$ cat config.mk
export PLATFORM = sky130hd
export DESIGN_NAME = psc_top
export DESIGN_NICKNAME = d
export VERILOG_FILES = /design/src/design/psc_hold.v /design/src/design/psc_top.v
export VERILOG_INCLUDE_DIRS = /design/src /design/src/design
export SDC_FILE = /design/constraint.sdc
export NUM_CORES = 1
export LEC_CHECK = 0
export ABC_AREA = 1
export BUFFER_PORTS_ARGS = -buffer_cell sky130_fd_sc_hd__buf_2
export CAP_MARGIN = 20
export CORE_MARGIN = 2
export CORE_UTILIZATION = 51
export CTS_CLUSTER_DIAMETER = 120
export DETAILED_ROUTE_END_ITERATION = 12
export PLACE_DENSITY = 0.87
export SYNTH_ARGS = -nofsm -noshare
export SYNTH_HDL_FRONTEND = slang
export SYNTH_SLANG_ARGS = --single-unit
export TNS_END_PERCENT = 10
$ cat constraint.sdc
create_clock -name clk_i -period 3.55 [get_ports clk_i]
set_input_delay 0.355 -clock clk_i [delete_from_list [all_inputs] [get_ports clk_i]]
set_output_delay 0.355 -clock clk_i [all_outputs]
set_load 0.005 [all_outputs]
$ cat src/design/psc_defs.vh
`ifndef PSC_DEFS_VH
`define PSC_DEFS_VH
// ----------------------------------------------------------------
// Operating modes and pin-state codes
// ----------------------------------------------------------------
`define PSC_MODE_W        3
`define PSC_MODE_SINGLE   3'h7
// Power / bus state selector
`define PSC_ST_W          3
`define PSC_ST_RUN        3'h0
`define PSC_ST_SWSTBY     3'h1
`define PSC_ST_HWSTBY     3'h2
`define PSC_ST_RELEASED   3'h3
// Access phase reported by the bus controller
`define PSC_PH_W          3
`define PSC_PH_IDLE       3'h0
`define PSC_PH_FIRST      3'h1
`define PSC_PH_SECOND     3'h2
`define PSC_PH_WAIT       3'h3
`define PSC_PH_THIRD      3'h4
// Bus widths
`define PSC_ADDR_W        24
`define PSC_DATA_W        16
`define PSC_PORT_W        8
// Half-state delay before address clear, in ns and in clock edges
`define PSC_HALF_STATE_NS 50
`define PSC_CLK_NS        100
`define PSC_ADDR_CLR_CYC  1
// Reset values
`define PSC_ADDR_RST      24'h000000
`define PSC_STROBE_IDLE   4'hF
`endif

$ cat src/design/psc_hold.v
`timescale 1ns/10ps
`default_nettype none
// ----------------------------------------------------------------
// Per-pin hold cell: latches drive level and enable on freeze
// ----------------------------------------------------------------
module psc_hold (
  // Clock and reset
  input  wire clk_i,
  input  wire rst_i,
  input  wire ce_i,
  // Control
  input  wire freeze_i,
  // Live pin drive
  input  wire out_i,
  input  wire oe_i,
  // Held pin drive
  output wire out_o,
  output wire oe_o
);
  reg out_q;  // Last driven level
  reg oe_q;   // Last direction

  // ----------------------------------------------------------------
  // Capture while live, hold while frozen
  // ----------------------------------------------------------------
  always @(posedge clk_i or posedge rst_i) begin
    if (rst_i) begin
      out_q <= 1'b0;
      oe_q  <= 1'b0;
    end else if (ce_i && !freeze_i) begin
      out_q <= out_i;
      oe_q  <= oe_i;
    end
  end

  // Frozen: old output level, inputs stay floating
  assign out_o = freeze_i ? out_q : out_i;
  assign oe_o  = freeze_i ? oe_q  : oe_i;
endmodule // psc_hold
`default_nettype wire

$ cat src/design/psc_top.v
`timescale 1ns/10ps
`default_nettype none
`include "psc_defs.vh"
module psc_top (
  // Clock, reset, enable
  input  wire                    clk_i,
  input  wire                    rst_i,
  input  wire                    ce_i,
  // Reset pin and sources
  input  wire                    reset_input_pin_n_i,
  input  wire                    watchdog_timer_ovf_i,
  // Mode and state
  input  wire [`PSC_MODE_W-1:0]  mode_i,
  input  wire [`PSC_ST_W-1:0]    state_i,
  input  wire [`PSC_PH_W-1:0]    phase_i,
  input  wire                    two_state_area_i,
  input  wire                    bus_release_enable_i,
  input  wire                    bus_request_input_n_i,
  // Core-side bus drive
  input  wire [`PSC_ADDR_W-1:0]  addr_i,
  input  wire [`PSC_DATA_W-1:0]  data_i,
  input  wire                    data_oe_i,
  input  wire [3:0]              strobe_n_i,
  // Core-side general ports
  input  wire [`PSC_PORT_W-1:0]  port_out_i,
  input  wire [`PSC_PORT_W-1:0]  port_dir_i,
  // Address pins
  output reg  [`PSC_ADDR_W-1:0]  addr_o,
  output reg                     addr_oe_o,
  // Data pins
  output reg  [`PSC_DATA_W-1:0]  data_o,
  output reg                     data_oe_o,
  // Strobes: address, read, upper write, lower write
  output reg  [3:0]              strobe_n_o,
  output reg                     strobe_oe_o,
  // Bus acknowledge pin
  output reg                     bus_ack_n_o,
  output reg                     bus_ack_oe_o,
  // General port pins
  output wire [`PSC_PORT_W-1:0]  port_o,
  output wire [`PSC_PORT_W-1:0]  port_oe_o,
  // Reset output pin, open drain
  output reg                     reset_output_pin_o,
  output reg                     reset_output_pin_oe_o,
  // Status
  output reg                     bus_released_o,
  output reg                     in_reset_o
);
  // ----------------------------------------------------------------
  // Falling-edge sample of the reset pin
  // ----------------------------------------------------------------
  reg res_fall_q;  // Reset pin as seen at clock fall
  always @(negedge clk_i or posedge rst_i) begin
    if (rst_i) begin
      res_fall_q <= 1'b0;
    end else if (ce_i) begin
      res_fall_q <= ~reset_input_pin_n_i;
    end
  end

  // Pin low now, or already seen low
  wire res_now = ~reset_input_pin_n_i | res_fall_q;

  // ----------------------------------------------------------------
  // Address handling on reset
  // ----------------------------------------------------------------
  reg [`PSC_PH_W-1:0] hit_ph_q;  // Phase when reset was taken
  reg                 rst_seen_q;
  reg                 addr_clr_q; // Address forced low
  reg [`PSC_ADDR_W-1:0] addr_hold_q;
  // Phase latched on the last edge before the fall sample
  wire early_ph = (hit_ph_q == `PSC_PH_FIRST) ||
                  ((hit_ph_q == `PSC_PH_SECOND) && !two_state_area_i) ||
                  (hit_ph_q == `PSC_PH_WAIT);

  always @(posedge clk_i or posedge rst_i) begin
    if (rst_i) begin
      hit_ph_q    <= `PSC_PH_IDLE;
      rst_seen_q  <= 1'b0;
      addr_clr_q  <= 1'b0;
      addr_hold_q <= `PSC_ADDR_RST;
    end else if (ce_i) begin
      if (!res_fall_q) begin
        rst_seen_q  <= 1'b0;
        addr_clr_q  <= 1'b0;
        addr_hold_q <= addr_i;
        hit_ph_q    <= phase_i;
      end else if (!rst_seen_q) begin
        // Rising edge after the falling sample: half a state later
        rst_seen_q <= 1'b1;
        addr_clr_q <= early_ph;
      end else begin
        // Held cases clear once their state ends
        addr_clr_q <= 1'b1;
      end
    end
  end

  // Early phases clear on the edge half a state after the sample;
  // waiting for addr_clr_q would cost a whole extra state
  wire addr_clr_now = addr_clr_q || (res_fall_q && !rst_seen_q && early_ph);

  // ----------------------------------------------------------------
  // Bus release, never in single-chip mode
  // ----------------------------------------------------------------
  wire rel_ok = bus_release_enable_i && (mode_i != `PSC_MODE_SINGLE);
  wire released = rel_ok && (state_i == `PSC_ST_RELEASED) && !bus_request_input_n_i;
  wire hw_stby  = (state_i == `PSC_ST_HWSTBY);
  wire sw_stby  = (state_i == `PSC_ST_SWSTBY);
  wire hold_st  = sw_stby || ((state_i == `PSC_ST_RELEASED) && !released);

  // ----------------------------------------------------------------
  // General port pins through hold cells
  // ----------------------------------------------------------------
  wire [`PSC_PORT_W-1:0] held_out;
  wire [`PSC_PORT_W-1:0] held_oe;
  genvar gi;
  generate
    for (gi = 0; gi < `PSC_PORT_W; gi = gi + 1) begin : g_pin
      psc_hold u_hold (
        .clk_i    (clk_i),
        .rst_i    (rst_i),
        .ce_i     (ce_i),
        .freeze_i (hold_st),
        .out_i    (port_out_i[gi]),
        .oe_i     (port_dir_i[gi]),
        .out_o    (held_out[gi]),
        .oe_o     (held_oe[gi])
      );
    end
  endgenerate
  // Direction is forced combinationally so the pins turn to inputs
  // the instant the reset pin falls, not on the next edge
  // Reset and hardware standby force inputs
  assign port_o    = held_out;
  assign port_oe_o = (res_now || hw_stby) ? {`PSC_PORT_W{1'b0}} : held_oe;

  // ----------------------------------------------------------------
  // Bus pins: registered drive
  // ----------------------------------------------------------------
  always @(posedge clk_i or posedge rst_i) begin
    if (rst_i) begin
      addr_o       <= `PSC_ADDR_RST;
      addr_oe_o    <= 1'b0;
      data_o       <= {`PSC_DATA_W{1'b0}};
      data_oe_o    <= 1'b0;
      strobe_n_o   <= `PSC_STROBE_IDLE;
      strobe_oe_o  <= 1'b0;
      bus_ack_n_o  <= 1'b1;
      bus_ack_oe_o <= 1'b0;
      bus_released_o <= 1'b0;
      in_reset_o   <= 1'b0;
    end else if (ce_i) begin
      in_reset_o     <= res_now;
      bus_released_o <= released;
      data_o         <= data_i;
      if (hw_stby) begin
        // Everything floats
        addr_oe_o    <= 1'b0;
        data_oe_o    <= 1'b0;
        strobe_oe_o  <= 1'b0;
        bus_ack_oe_o <= 1'b0;
      end else if (res_now) begin
        strobe_n_o  <= `PSC_STROBE_IDLE;
        strobe_oe_o <= 1'b1;
        data_oe_o   <= 1'b0;
        addr_oe_o   <= 1'b1;
        addr_o      <= addr_clr_now ? `PSC_ADDR_RST : addr_hold_q;
        bus_ack_oe_o <= 1'b0;
      end else if (released) begin
        addr_oe_o    <= 1'b0;
        strobe_oe_o  <= 1'b0;
        data_oe_o    <= 1'b0;
        bus_ack_n_o  <= 1'b0;
        bus_ack_oe_o <= 1'b1;
      end else if (sw_stby) begin
        addr_oe_o    <= 1'b0;
        data_oe_o    <= 1'b0;
        strobe_oe_o  <= 1'b0;
        bus_ack_n_o  <= 1'b1;
        bus_ack_oe_o <= rel_ok;
      end else begin
        addr_o       <= addr_i;
        addr_oe_o    <= (mode_i != `PSC_MODE_SINGLE);
        data_oe_o    <= data_oe_i;
        strobe_n_o   <= strobe_n_i;
        strobe_oe_o  <= (mode_i != `PSC_MODE_SINGLE);
        bus_ack_n_o  <= 1'b1;
        bus_ack_oe_o <= rel_ok;
      end
    end
  end

  // ----------------------------------------------------------------
  // Reset output: pulled low only for watchdog reset
  // ----------------------------------------------------------------
  always @(posedge clk_i or posedge rst_i) begin
    if (rst_i) begin
      reset_output_pin_o    <= 1'b0;
      reset_output_pin_oe_o <= 1'b0;
    end else if (ce_i) begin
      // Open drain: level is always low, only the enable moves
      reset_output_pin_o    <= 1'b0;
      reset_output_pin_oe_o <= watchdog_timer_ovf_i && !hw_stby;
    end
  end
endmodule // psc_top
`default_nettype wire

* Yosys cells after proc, flatten, opt, wreduce, memory -nomap -nowiden
Index checks and enable logic that the tools add are counted.
Word-level totals: bits in registers 97, bits of input ports 78, output and inout bits 69, word-level logic and storage cells 107
Operators by class: equal/unequal tests 9, muxes and demuxes 39, bitwise logic cells 5, reduce and logical (&&, ||, !) cells 23
Operator list (number):
- two-way mux 24 bit | 4
- two-way mux 1 bit | 31
- == test 3 x 2 -> 1 bit, second input constant | 4
- two-way mux 4 bit | 3
- logical AND 1 bit | 9
- two-way mux 8 bit | 1
- == test 3 x 1 -> 1 bit, second input constant | 2
- zero test 1 bit | 6
- logical OR 1 bit | 5
- inequality test 2 bit, second input constant | 2
- NOT 1 bit | 4
- AND reduction 4 bit | 1
- inequality test 3 bit, second input constant | 1
- AND reduction 3 bit | 1
- AND reduction 2 bit | 1
- bitwise OR 1 bit | 1

* Longest topological paths before layout
Gate-level depths: netlist of the first run.
depth after elaboration 9, depth in mapped cells 10, mapped depth without buffers 9

* By module
Synthesis of the first run repeated with hierarchy kept, for this count alone.
Second synthesis, totals: cell total of the unflattened synthesis 627, area, all modules 4694.5 µm²
Modules (own cells, without submodules):
- psc_top | instances 1, cells an instance 491, area each 3803.6 µm², sequential area each 2033.2 µm²
- psc_hold | instances 8, cells an instance 17, area each 111.4 µm², sequential area each 50.0 µm²

==> results.cfg, run 1 <==
[critical_path]
critPathMaxStageDelay_ns = 0.38
crit_fanout = 10
crit_type = reg2out
critPathLaunchType = flip-flop
worstPathArrival_ns = 3.10
r2r-start = res_fall_q
cp-end-kind = primary output
critPathLaunch = res_fall_q
cp_cell_sequence = nor2_4 > nand2_4 > a21oi_1 > buf_2
critPathSlowestCell = dfrtn_1
required_ns = 3.19

[routing]
dr_total_vias = 4403
drtAntennaViolNets = 0
viasPerCell = 5.186
wl_per_cell_um = 13.47
drt_iter0_markers = 165
wirelength_um = 11440
dr.pass1.iters = 5
post-route-drc-count = 0

[clock_network]
holdBufCountCts = 0
cts_buffers = 9
cts_tree = yes
root_buffer = clkbuf_8
clockBufferDepth = 2
cts_max_level = 3
insertion_delay_ns = 0.36
cts_sinks = 97
path_clk_slew_ns = 0.09

[synthesis]
synth_flop_cell = dfrtp_1
netlist_top_cells_area = dfrtp_1, nand2_1, nand3_1
postSynthAreaPerCell_um2 = 7.719
netlist_instances = 609
ys_seq_area_frac = 0.5177
muxShareOfSynthArea = 0.002396
ys_seq_elements = 97
synth_cell_types = 29
synth_top_area_frac = 0.4844
synthSimpleGateAreaFrac = 0.3364
synth_top_family_by_area = simple AND/OR/NAND/NOR gates
synth_xor_area_frac = 0
synthAdderAreaFrac = 0
synth.most_common_cell = nand2_1
synth_nets = 687
synthArstFlopShare = 1.000
synth_edf_count = 0
synth_compound_area_frac = 0.05057
synth_common_cells = nand2_1, dfrtp_1, nand3_1, inv_1, o21ai_0
syn_area_um2 = 4701
yosysTopAreaCell = dfrtp_1
yosys_warnings = 0

[power_and_ir_drop]
p_seq_frac = 0.520
power_density_nw_per_um2 = 457.7
power_switching_share = 0.3049
power_switching_uw = 781.7
ir_worst_vdd_mv = 0.1965
p_int_mw = 1.783
combPwrFrac = 0.219
p_leak_nw = 3.185
power_mw = 2.564
p_clk_frac = 0.261

[job]
drv_cap = 0

[floorplanning]
start_util = 0.5161
die_y_um = 100.0
die_area_um2 = 10000
die_w_um = 100.0
rows = 35
io_pins = 147
core_um2 = 9109

[timing]
tns_ns = 0
slew_violations = 0
rsz0062_at_grt = no
slew_headroom = 0.4943
timing.final.hold_violations = 0
tightest_slew_ns = 0.7539
setup_viol_count_final = 0
finalClockSkew_ns = 0.02771

[placed_design]
io_buffers = 145
place.detailed.hpwl_um = 8047
place_area_um2 = 5400
gp_congestion = 0.8541

[final_layout]
final_core_util = 0.6151
fin_area_um2 = 5603
area_growth_pct = 19.19
n_fill_cell = 823
diodes = 0
final_nets = 811
drive_gt1_frac = 0.2629

[global_routing]
grt_pass1_wl_um = 19060
grt_pass1_vias = 4229
grt_overflow = 0
grt_antenna_before_repair = 0
grt_use_total = 0.2373
grt_max_degree = 52

[hold_path]
hold_class = in2async

[outcome]
status = complete, no violations
## registers in the layout (all words and copies together) (netlist names)
name	flops
addr_o	24
data_o	16
strobe_oe_o	1
hit_ph_q	3
strobe_n_o	4
rst_seen_q	1
g_pin.u_hold.oe_q	8
bus_ack_oe_o	1
g_pin.u_hold.out_q	8
bus_released_o	1
res_fall_q	1
bus_ack_n_o	1
data_oe_o	1
addr_hold_q	24
reset_output_pin_oe_o	1
in_reset_o	1
addr_clr_q	1
## cells in the final DEF (no fill, tap or decap), types with 5 or more instances in the layout
cell and count:
a21oi_1 8, buf_2 145, buf_4 9, clkbuf_8 11
dfrtp_1 91, dfstp_2 5, inv_1 37, nand2_1 277
nand3_1 57, nand4_1 5, nor2_1 27, o21ai_0 32
## worst paths after layout
path | endpoint | slack (ns) | cells after the start
hold / removal | addr_hold_q[13] | 0.18 | 3
max in group asynchronous | res_fall_q | 1.89 | 2
setup reg to reg | addr_o[12] | 0.33 | 9
setup / recovery | port_oe_o[0] | 0.09 | 4
min in group clk_i | data_o[5] | 0.20 | 3
hold reg to reg | strobe_n_o[2] | 0.47 | 2
## what timing repair did
item                                    4_1_cts  5_1_grt
resized for setup                             0        3
pin swaps                                     0        1
setup buffers                                 1        0
endpoints found under the setup margin        8        8
endpoints found under the hold margin         0        0
## final cells by class
| cell class | instances | area (µm²) | share of cell area |
|---|---|---|---|
| Clock inverter | 4 | 27.53 | 0.004913 |
| Multi-Input combinational cell | 428 | 1857 | 0.3314 |
| Inverter | 41 | 157.7 | 0.02814 |
| Sequential cell | 97 | 2434 | 0.4343 |
| Clock buffer | 12 | 155.1 | 0.02769 |
| Tap cell | 111 | 138.9 | 0.02479 |
| Timing Repair Buffer | 156 | 833.3 | 0.1487 |
## per-layer routing
metal | vias to the layer above | global-route usage | share of wire | wire (µm)
li1 | 2126 | - | - | -
met1 | 2051 | 0.3009 | 0.42 | 4776
met2 | 207 | 0.4127 | 0.50 | 5681
met3 | 19 | 0.03691 | 0.070 | 800
met4 | 0 | 0.08746 | 0.016 | 180
met5 | - | 0 | 0 | 0
## critical path: cells and delay by family, from the launching register on
family	cells	cell delay, ns
compound gates	1	0.18
simple gates	2	0.30
buf+inv	1	0.14
flops	1	0.38
## through the flow
step | instances | hold WS [ns] | setup slack, ns
after detailed placement | 832 | 0.4557 | 0.2252
final | 849 | 0.1778 | 0.09307
after global placement | 832 | 0.4520 | 0.2931
after CTS | 849 | 0.1848 | 0.01355
after global routing | 849 | 0.1923 | 0.01885
after floorplan | 609 | 0.4427 | 0.3724
## power by group through the flow
stage / sequential [mW] / combinational (mW) / clock, mW
2_1_floorplan: 1.35 / 0.347 / 0
3_3_place_gp: 1.35 / 0.536 / 0
3_5_place_dp: 1.36 / 0.562 / 0
4_1_cts: 1.33 / 0.567 / 0.685
5_1_grt: 1.35 / 0.644 / 0.731
6_report: 1.33 / 0.561 / 0.668
## cell families (layout without fill, tap and decap cells)
family	Yosys count	in the layout
buffers and inverters	84	213
other	1	1
DFF	97	97
and+or+nand+nor	380	380
AOI/OAI and AO/OA	46	46
muxes	1	1
(Power assumes the default switching activity.)
==> inputs of run 2 (changes only) <==
--- a/config.mk
+++ b/config.mk
@@ -14,7 +14,9 @@
 export CTS_CLUSTER_DIAMETER = 120
 export DETAILED_ROUTE_END_ITERATION = 12
 export PLACE_DENSITY = 0.87
+export SKIP_LAST_GASP = 1
 export SYNTH_ARGS = -nofsm -noshare
 export SYNTH_HDL_FRONTEND = slang
+export SYNTH_HIERARCHICAL = 1
 export SYNTH_SLANG_ARGS = --single-unit
 export TNS_END_PERCENT = 10
==> run 2 against run 1 <==
Against the previous run: global-route usage down 0.37 points; clock power up 1%; critical path depth up 2; largest power group unchanged; total power rose by 0.58%; sequential power hardly changed; first-iteration DRC count rose by 27%.
==> results.cfg, run 2 <==
[timing]
setup_ws_ns = 0.1165
tns_ns = 0
hold-worst-slack_ns = 0.1974
slew_headroom = 0.4843
tightest_slew_ns = 0.7688
rsz0062_at_grt = no
setup_viol_count_final = 0
slew_violations = 0
finalClockSkew_ns = 0.01972
timing.final.hold_violations = 0

[synthesis]
syn_area_um2 = 4695
synth_cell_types = 32
synth_flop_cell = dfrtp_1
synth_top_area_frac = 0.4851
ys_seq_elements = 97
synth_common_cells = nand2_1, dfrtp_1, inv_1, nand3_1, nor2_1
synth_edf_count = 0
synth.most_common_cell = nand2_1
synthArstFlopShare = 1.000
netlist_instances = 627
yosys_warnings = 6
ys_seq_area_frac = 0.5184
synth_nets = 705
netlist_top_cells_area = dfrtp_1, nand2_1, nand3_1
yosysTopAreaCell = dfrtp_1
postSynthAreaPerCell_um2 = 7.487

[critical_path]
crit_buf_inv = 3
worstPathArrival_ns = 3.08
required_ns = 3.19
critPathSlowestCell = dfrtn_1
crit_fanout = 10
critPathLaunchType = flip-flop
critPathMostFrequentCell = nand2_4
crit_type = reg2out
cp_cell_sequence = inv_2 > nand2_4 > inv_4 > nand2_4 > nor2_1 > buf_2
r2r_slack_ns = 0.26
critPathLaunch = res_fall_q
cp_top_family = flip-flops
timing.rr.end = addr_o[22]
cp-end-kind = primary output
r2r-start = res_fall_q
critPathMaxStageDelay_ns = 0.36
worstRegToRegCells = 9

[global_routing]
grt_max_degree = 81
grt_antenna_before_repair = 0
grt_overflow = 0
grt_use_met3 = 0.04318
use_met2 = 0.4252
grt_busiest_layer = met2
grt_use_met1 = 0.2792
grt_pass1_vias = 4328
grt_pass1_wl_um = 18970
grt_use_total = 0.2337

[hold_path]
holdPathStages = 3
hold_end = data_o[7]
worstHoldStart = data_i[7]
hold_class = in2reg

[clock_network]
cts_tree = yes
root_buffer = clkbuf_8
cts_max_level = 3
path_clk_slew_ns = 0.10
insertion_delay_ns = 0.35
clockBufferDepth = 2
cts_sinks = 97
cts_buffers = 9

[final_layout]
diodes = 0
final_common_cell = nand2_1
area_growth_pct = 22.28
final_cell_mix = nand2_1, buf_2, dfrtp_1
final_nets = 848
reg_top3 = addr_hold_q x24, addr_o x24, data_o x16
fin_area_um2 = 5741
drive_gt1_frac = 0.2735

[floorplanning]
die_w_um = 99.94
io_pins = 147
start_util = 0.5179
rows = 35
core_um2 = 9065
die_y_um = 99.94
die_area_um2 = 9988

[placed_design]
gp_congestion = 0.7659
place_ws_ns = 0.1340
io_buffers = 145
place_area_um2 = 5504
place.detailed.hpwl_um = 8166

[power_and_ir_drop]
combPwrFrac = 0.221
power_switching_uw = 816.4
p_seq_frac = 0.517
p_int_mw = 1.763
p_clk_frac = 0.262
power_density_nw_per_um2 = 449.3
power_mw = 2.579
p_leak_nw = 3.356
ir_worst_vdd_mv = 0.1990
power_switching_share = 0.3165

[routing]
drtAntennaViolNets = 0
wl_per_cell_um = 12.88
viasPerCell = 5.001
post-route-drc-count = 0
drt_iter0_markers = 209
wirelength_um = 11410
dr_total_vias = 4431
dr.pass1.iters = 5

[outcome]
status = complete, no violations

[job]
drv_cap = 0
[run 2: cell type report]
class                      instances  area [µm²]
fill                             819        3324
sequential                        97        2434
multi-input combinational        445        1911
timing repair buffer             158       845.8
inverter                          59       227.7
tap                              111       138.9
clock buffer                       9       123.9
clock inverter                     7       60.06
[run 2: tightest hold or removal path, delay by kind of cell]
| family | cells | cell delay, ns |
|---|---|---|
| and+or+nand+nor | 2 | 0.09 |
| buffers and inverters | 1 | 0.07 |
[run 2: per-stage QoR]
step	cells	util
after detailed placement	867	0.6072
final	886	0.6333
after floorplan	627	-
after global routing	886	0.6333
after CTS	885	0.6297
after global placement	867	0.6072
[run 2: how the worst max path moves through the flow]
| stage | endpoint | slack [ns] | cells after the start |
|---|---|---|---|
| after floorplan | addr_o[0] | 0.42 | 8 |
| after global placement | port_oe_o[2] | 0.23 | 6 |
| after detailed placement | addr_o[8] | 0.13 | 7 |
| after CTS | port_oe_o[4] | 0.03 | 6 |
| after global routing | port_oe_o[4] | 0.005 | 6 |
| final | port_oe_o[4] | 0.12 | 6 |
[run 2: what timing repair did]
| action | 4_1_cts | 5_1_grt |
|---|---|---|
| hold buffers | 1 | 0 |
| endpoints found under the setup margin | 8 | 8 |
| gates resized for setup | 1 | 1 |
| setup buffers | 1 | 0 |
| hold endpoints to repair | 16 | 0 |
[run 2: cells by family after synthesis]
family | after synthesis | share of synthesized area
AOI/OAI and AO/OA | 38 | 0.04504
buffers and inverters | 85 | 0.07809
DFF | 97 | 0.5184
muxes | 1 | 0.002399
other | 1 | 0.0007988
and+or+nand+nor | 405 | 0.3553
[run 2: per-layer routing]
layer,vias to the layer above,share of wire
li1,2194,-
met3,15,0.058
met4,0,0.010
met5,-,0
met2,148,0.50
met1,2074,0.43
[run 2: power by group through the flow]
stage                     Combinational [mW]  Clock (mW)  Sequential (mW)
after floorplan                        0.336           0             1.35
after global routing                   0.657       0.738             1.35
after CTS                              0.573       0.697             1.33
after global placement                 0.542           0             1.35
after detailed placement               0.567           0             1.35
final                                  0.571       0.676             1.33
==> inputs of run 3 (changes only) <==
--- a/config.mk
+++ b/config.mk
@@ -13,7 +13,7 @@
 export CORE_UTILIZATION = 51
 export CTS_CLUSTER_DIAMETER = 120
 export DETAILED_ROUTE_END_ITERATION = 12
-export PLACE_DENSITY = 0.87
+export PLACE_DENSITY = 0.78
 export SKIP_LAST_GASP = 1
 export SYNTH_ARGS = -nofsm -noshare
 export SYNTH_HDL_FRONTEND = slang
==> run 3 against run 2 <==
Against the previous run: final cell count is 0.11% lower; total power is 6.1% higher; utilization is 0.70 points higher; hold slack worse by 0.0076 ns; via count is 0.43% lower; first-iteration DRC count is 37% lower; combinational power hardly changed; die area stayed put; sequential power hardly changed; count of clock-buffer cells in the layout is 2 higher; global-route usage is 0.076 points lower; non-clock buffer count is 1 lower.
==> results.cfg, run 3 (synthesized netlist as in run 2, its figures left out) <==
[floorplanning]
io_pins = 147
core_um2 = 9065
start_util = 0.5179
die_y_um = 99.94
die_w_um = 99.94
rows = 35
die_area_um2 = 9988

[routing]
viasPerCell = 4.985
dr_total_vias = 4412
drtAntennaViolNets = 0
wl_met1_um = 4836
wl_met3_um = 663
drt_iter0_markers = 131
wl_per_cell_um = 12.57
dr.pass1.iters = 5
post-route-drc-count = 0
topRoutingLayerUsed = met4
route.met2.wl_um = 5448
wirelength_um = 11130

[placed_design]
gp_congestion = 0.7896
io_buffers = 145
place.detailed.hpwl_um = 7954
place_area_um2 = 5504

[timing]
timing.final.hold_violations = 0
tns_ns = 0
slew_headroom = 0.4917
tightest_slew_ns = 0.7577
slew_violations = 0
setup_viol_count_final = 0
finalClockSkew_ns = 0.02556
rsz0062_at_grt = no

[global_routing]
grt_antenna_before_repair = 0
grt_overflow = 0
grt_pass1_wl_um = 18840
grt_max_degree = 81
grt_use_total = 0.2329
grt_pass1_vias = 4184

[final_layout]
diodes = 0
final_nets = 847
reg_top3 = addr_hold_q x24, addr_o x24, data_o x16
final_common_cell = nand2_1
fin_area_um2 = 5804
n_fill_cell = 787
drive_gt1_frac = 0.2726
area_growth_pct = 23.64
final_cell_mix = nand2_1, buf_2, dfrtp_1

[clock_network]
cts_setup_buffers = 0
path_clk_slew_ns = 0.10
cts_tree = yes
root_buffer = clkbuf_8
insertion_delay_ns = 0.36
cts_sinks = 97
clockBufferDepth = 2
cts_max_level = 3
cts_buffers = 9

[critical_path]
cp-end-kind = primary output
r2r_slack_ns = 0.17
critPathMaxStageDelay_ns = 0.42
worstPathArrival_ns = 3.12
worstRegToRegCells = 7
crit_buf_inv = 3
crit_type = reg2out
critPathLaunchType = flip-flop
cp_cell_sequence = inv_2 > nand2_4 > clkinv_8 > nand2_8 > nor2_1 > buf_2
cp_top_family = flip-flops
critPathSlowestCell = dfrtn_1
crit_fanout = 17
timing.rr.end = addr_o[13]
required_ns = 3.19
r2r-start = res_fall_q

[outcome]
status = complete, no violations

[power_and_ir_drop]
ir_worst_vdd_mv = 0.2584
power_density_nw_per_um2 = 471.5
p_leak_nw = 3.379

[hold_path]
holdPathStages = 3
worstHoldStart = data_i[4]
hold_end = data_o[4]
hold_class = in2reg

[job]
drv_cap = 0
## run 3: cell count changes in the layout (fill, tap and decap cells not counted)
cell,change
clkinv_4,-2
nand2_4,-1
clkinv_8,+1
clkbuf_8,+2
inv_6,-2
buf_4,-1
inv_4,-1
bufinv_16,+2
nand2_8,+1
## run 3: worst max path at each step
stage | from | endpoint | cells after the start
floorplan | res_fall_q | addr_o[0] | 8
global placement | res_fall_q | port_oe_o[3] | 6
detailed placement | res_fall_q | port_oe_o[3] | 6
CTS | res_fall_q | port_oe_o[3] | 6
global route | res_fall_q | port_oe_o[6] | 6
finish | res_fall_q | port_oe_o[3] | 6
## run 3: metrics by stage
step           utilization  cells  hold slack, ns  power, mW  setup slack [ns]
2_1_floorplan            -    627         0.09618      1.687            0.4245
3_3_place_gp        0.6072    867          0.3244      1.900            0.2170
3_5_place_dp        0.6072    867          0.3243      1.923            0.1746
4_1_cts             0.6352    884          0.1771      2.750           0.01045
5_1_grt             0.6403    885          0.1800      2.901          0.003955
6_report            0.6403    885          0.1898      2.737           0.07925
## run 3: power breakdown
group / switching [mW] / internal, mW
Combinational: 0.339 / 0.234
Clock: 0.389 / 0.441
Sequential: 0.0719 / 1.26
## run 3: routing by layer
metal,vias to the layer above,GRT usage
li1,2193,-
met1,2068,0.3063
met2,133,0.3950
met3,18,0.04248
met4,0,0.07165
met5,-,0
## run 3: area by class of cell
cell class,instances,area (µm²),share of cell area
Clock buffer,11,151.4,0.02608
Clock inverter,5,85.08,0.01466
Inverter,59,237.7,0.04096
Multi-Input combinational cell,445,1919,0.3307
Sequential cell,97,2434,0.4193
Tap cell,111,138.9,0.02393
Timing Repair Buffer,157,838.3,0.1444
## run 3: worst reg2reg max path, delay by kind of cell, from the launching register on
kind                   cells  cell delay, ns
AO/OA/AOI/OAI              1            0.24
buffers and inverters      2            0.18
flip-flops                 1            0.42
AND/OR/NAND/NOR            4            0.68
## run 3: timing repair
item / 4_1_cts / 5_1_grt
hold buffers: 1 / 0
gates resized for setup: 2 / 4
hold endpoints to repair: 16 / 0
setup endpoints to repair: 8 / 8
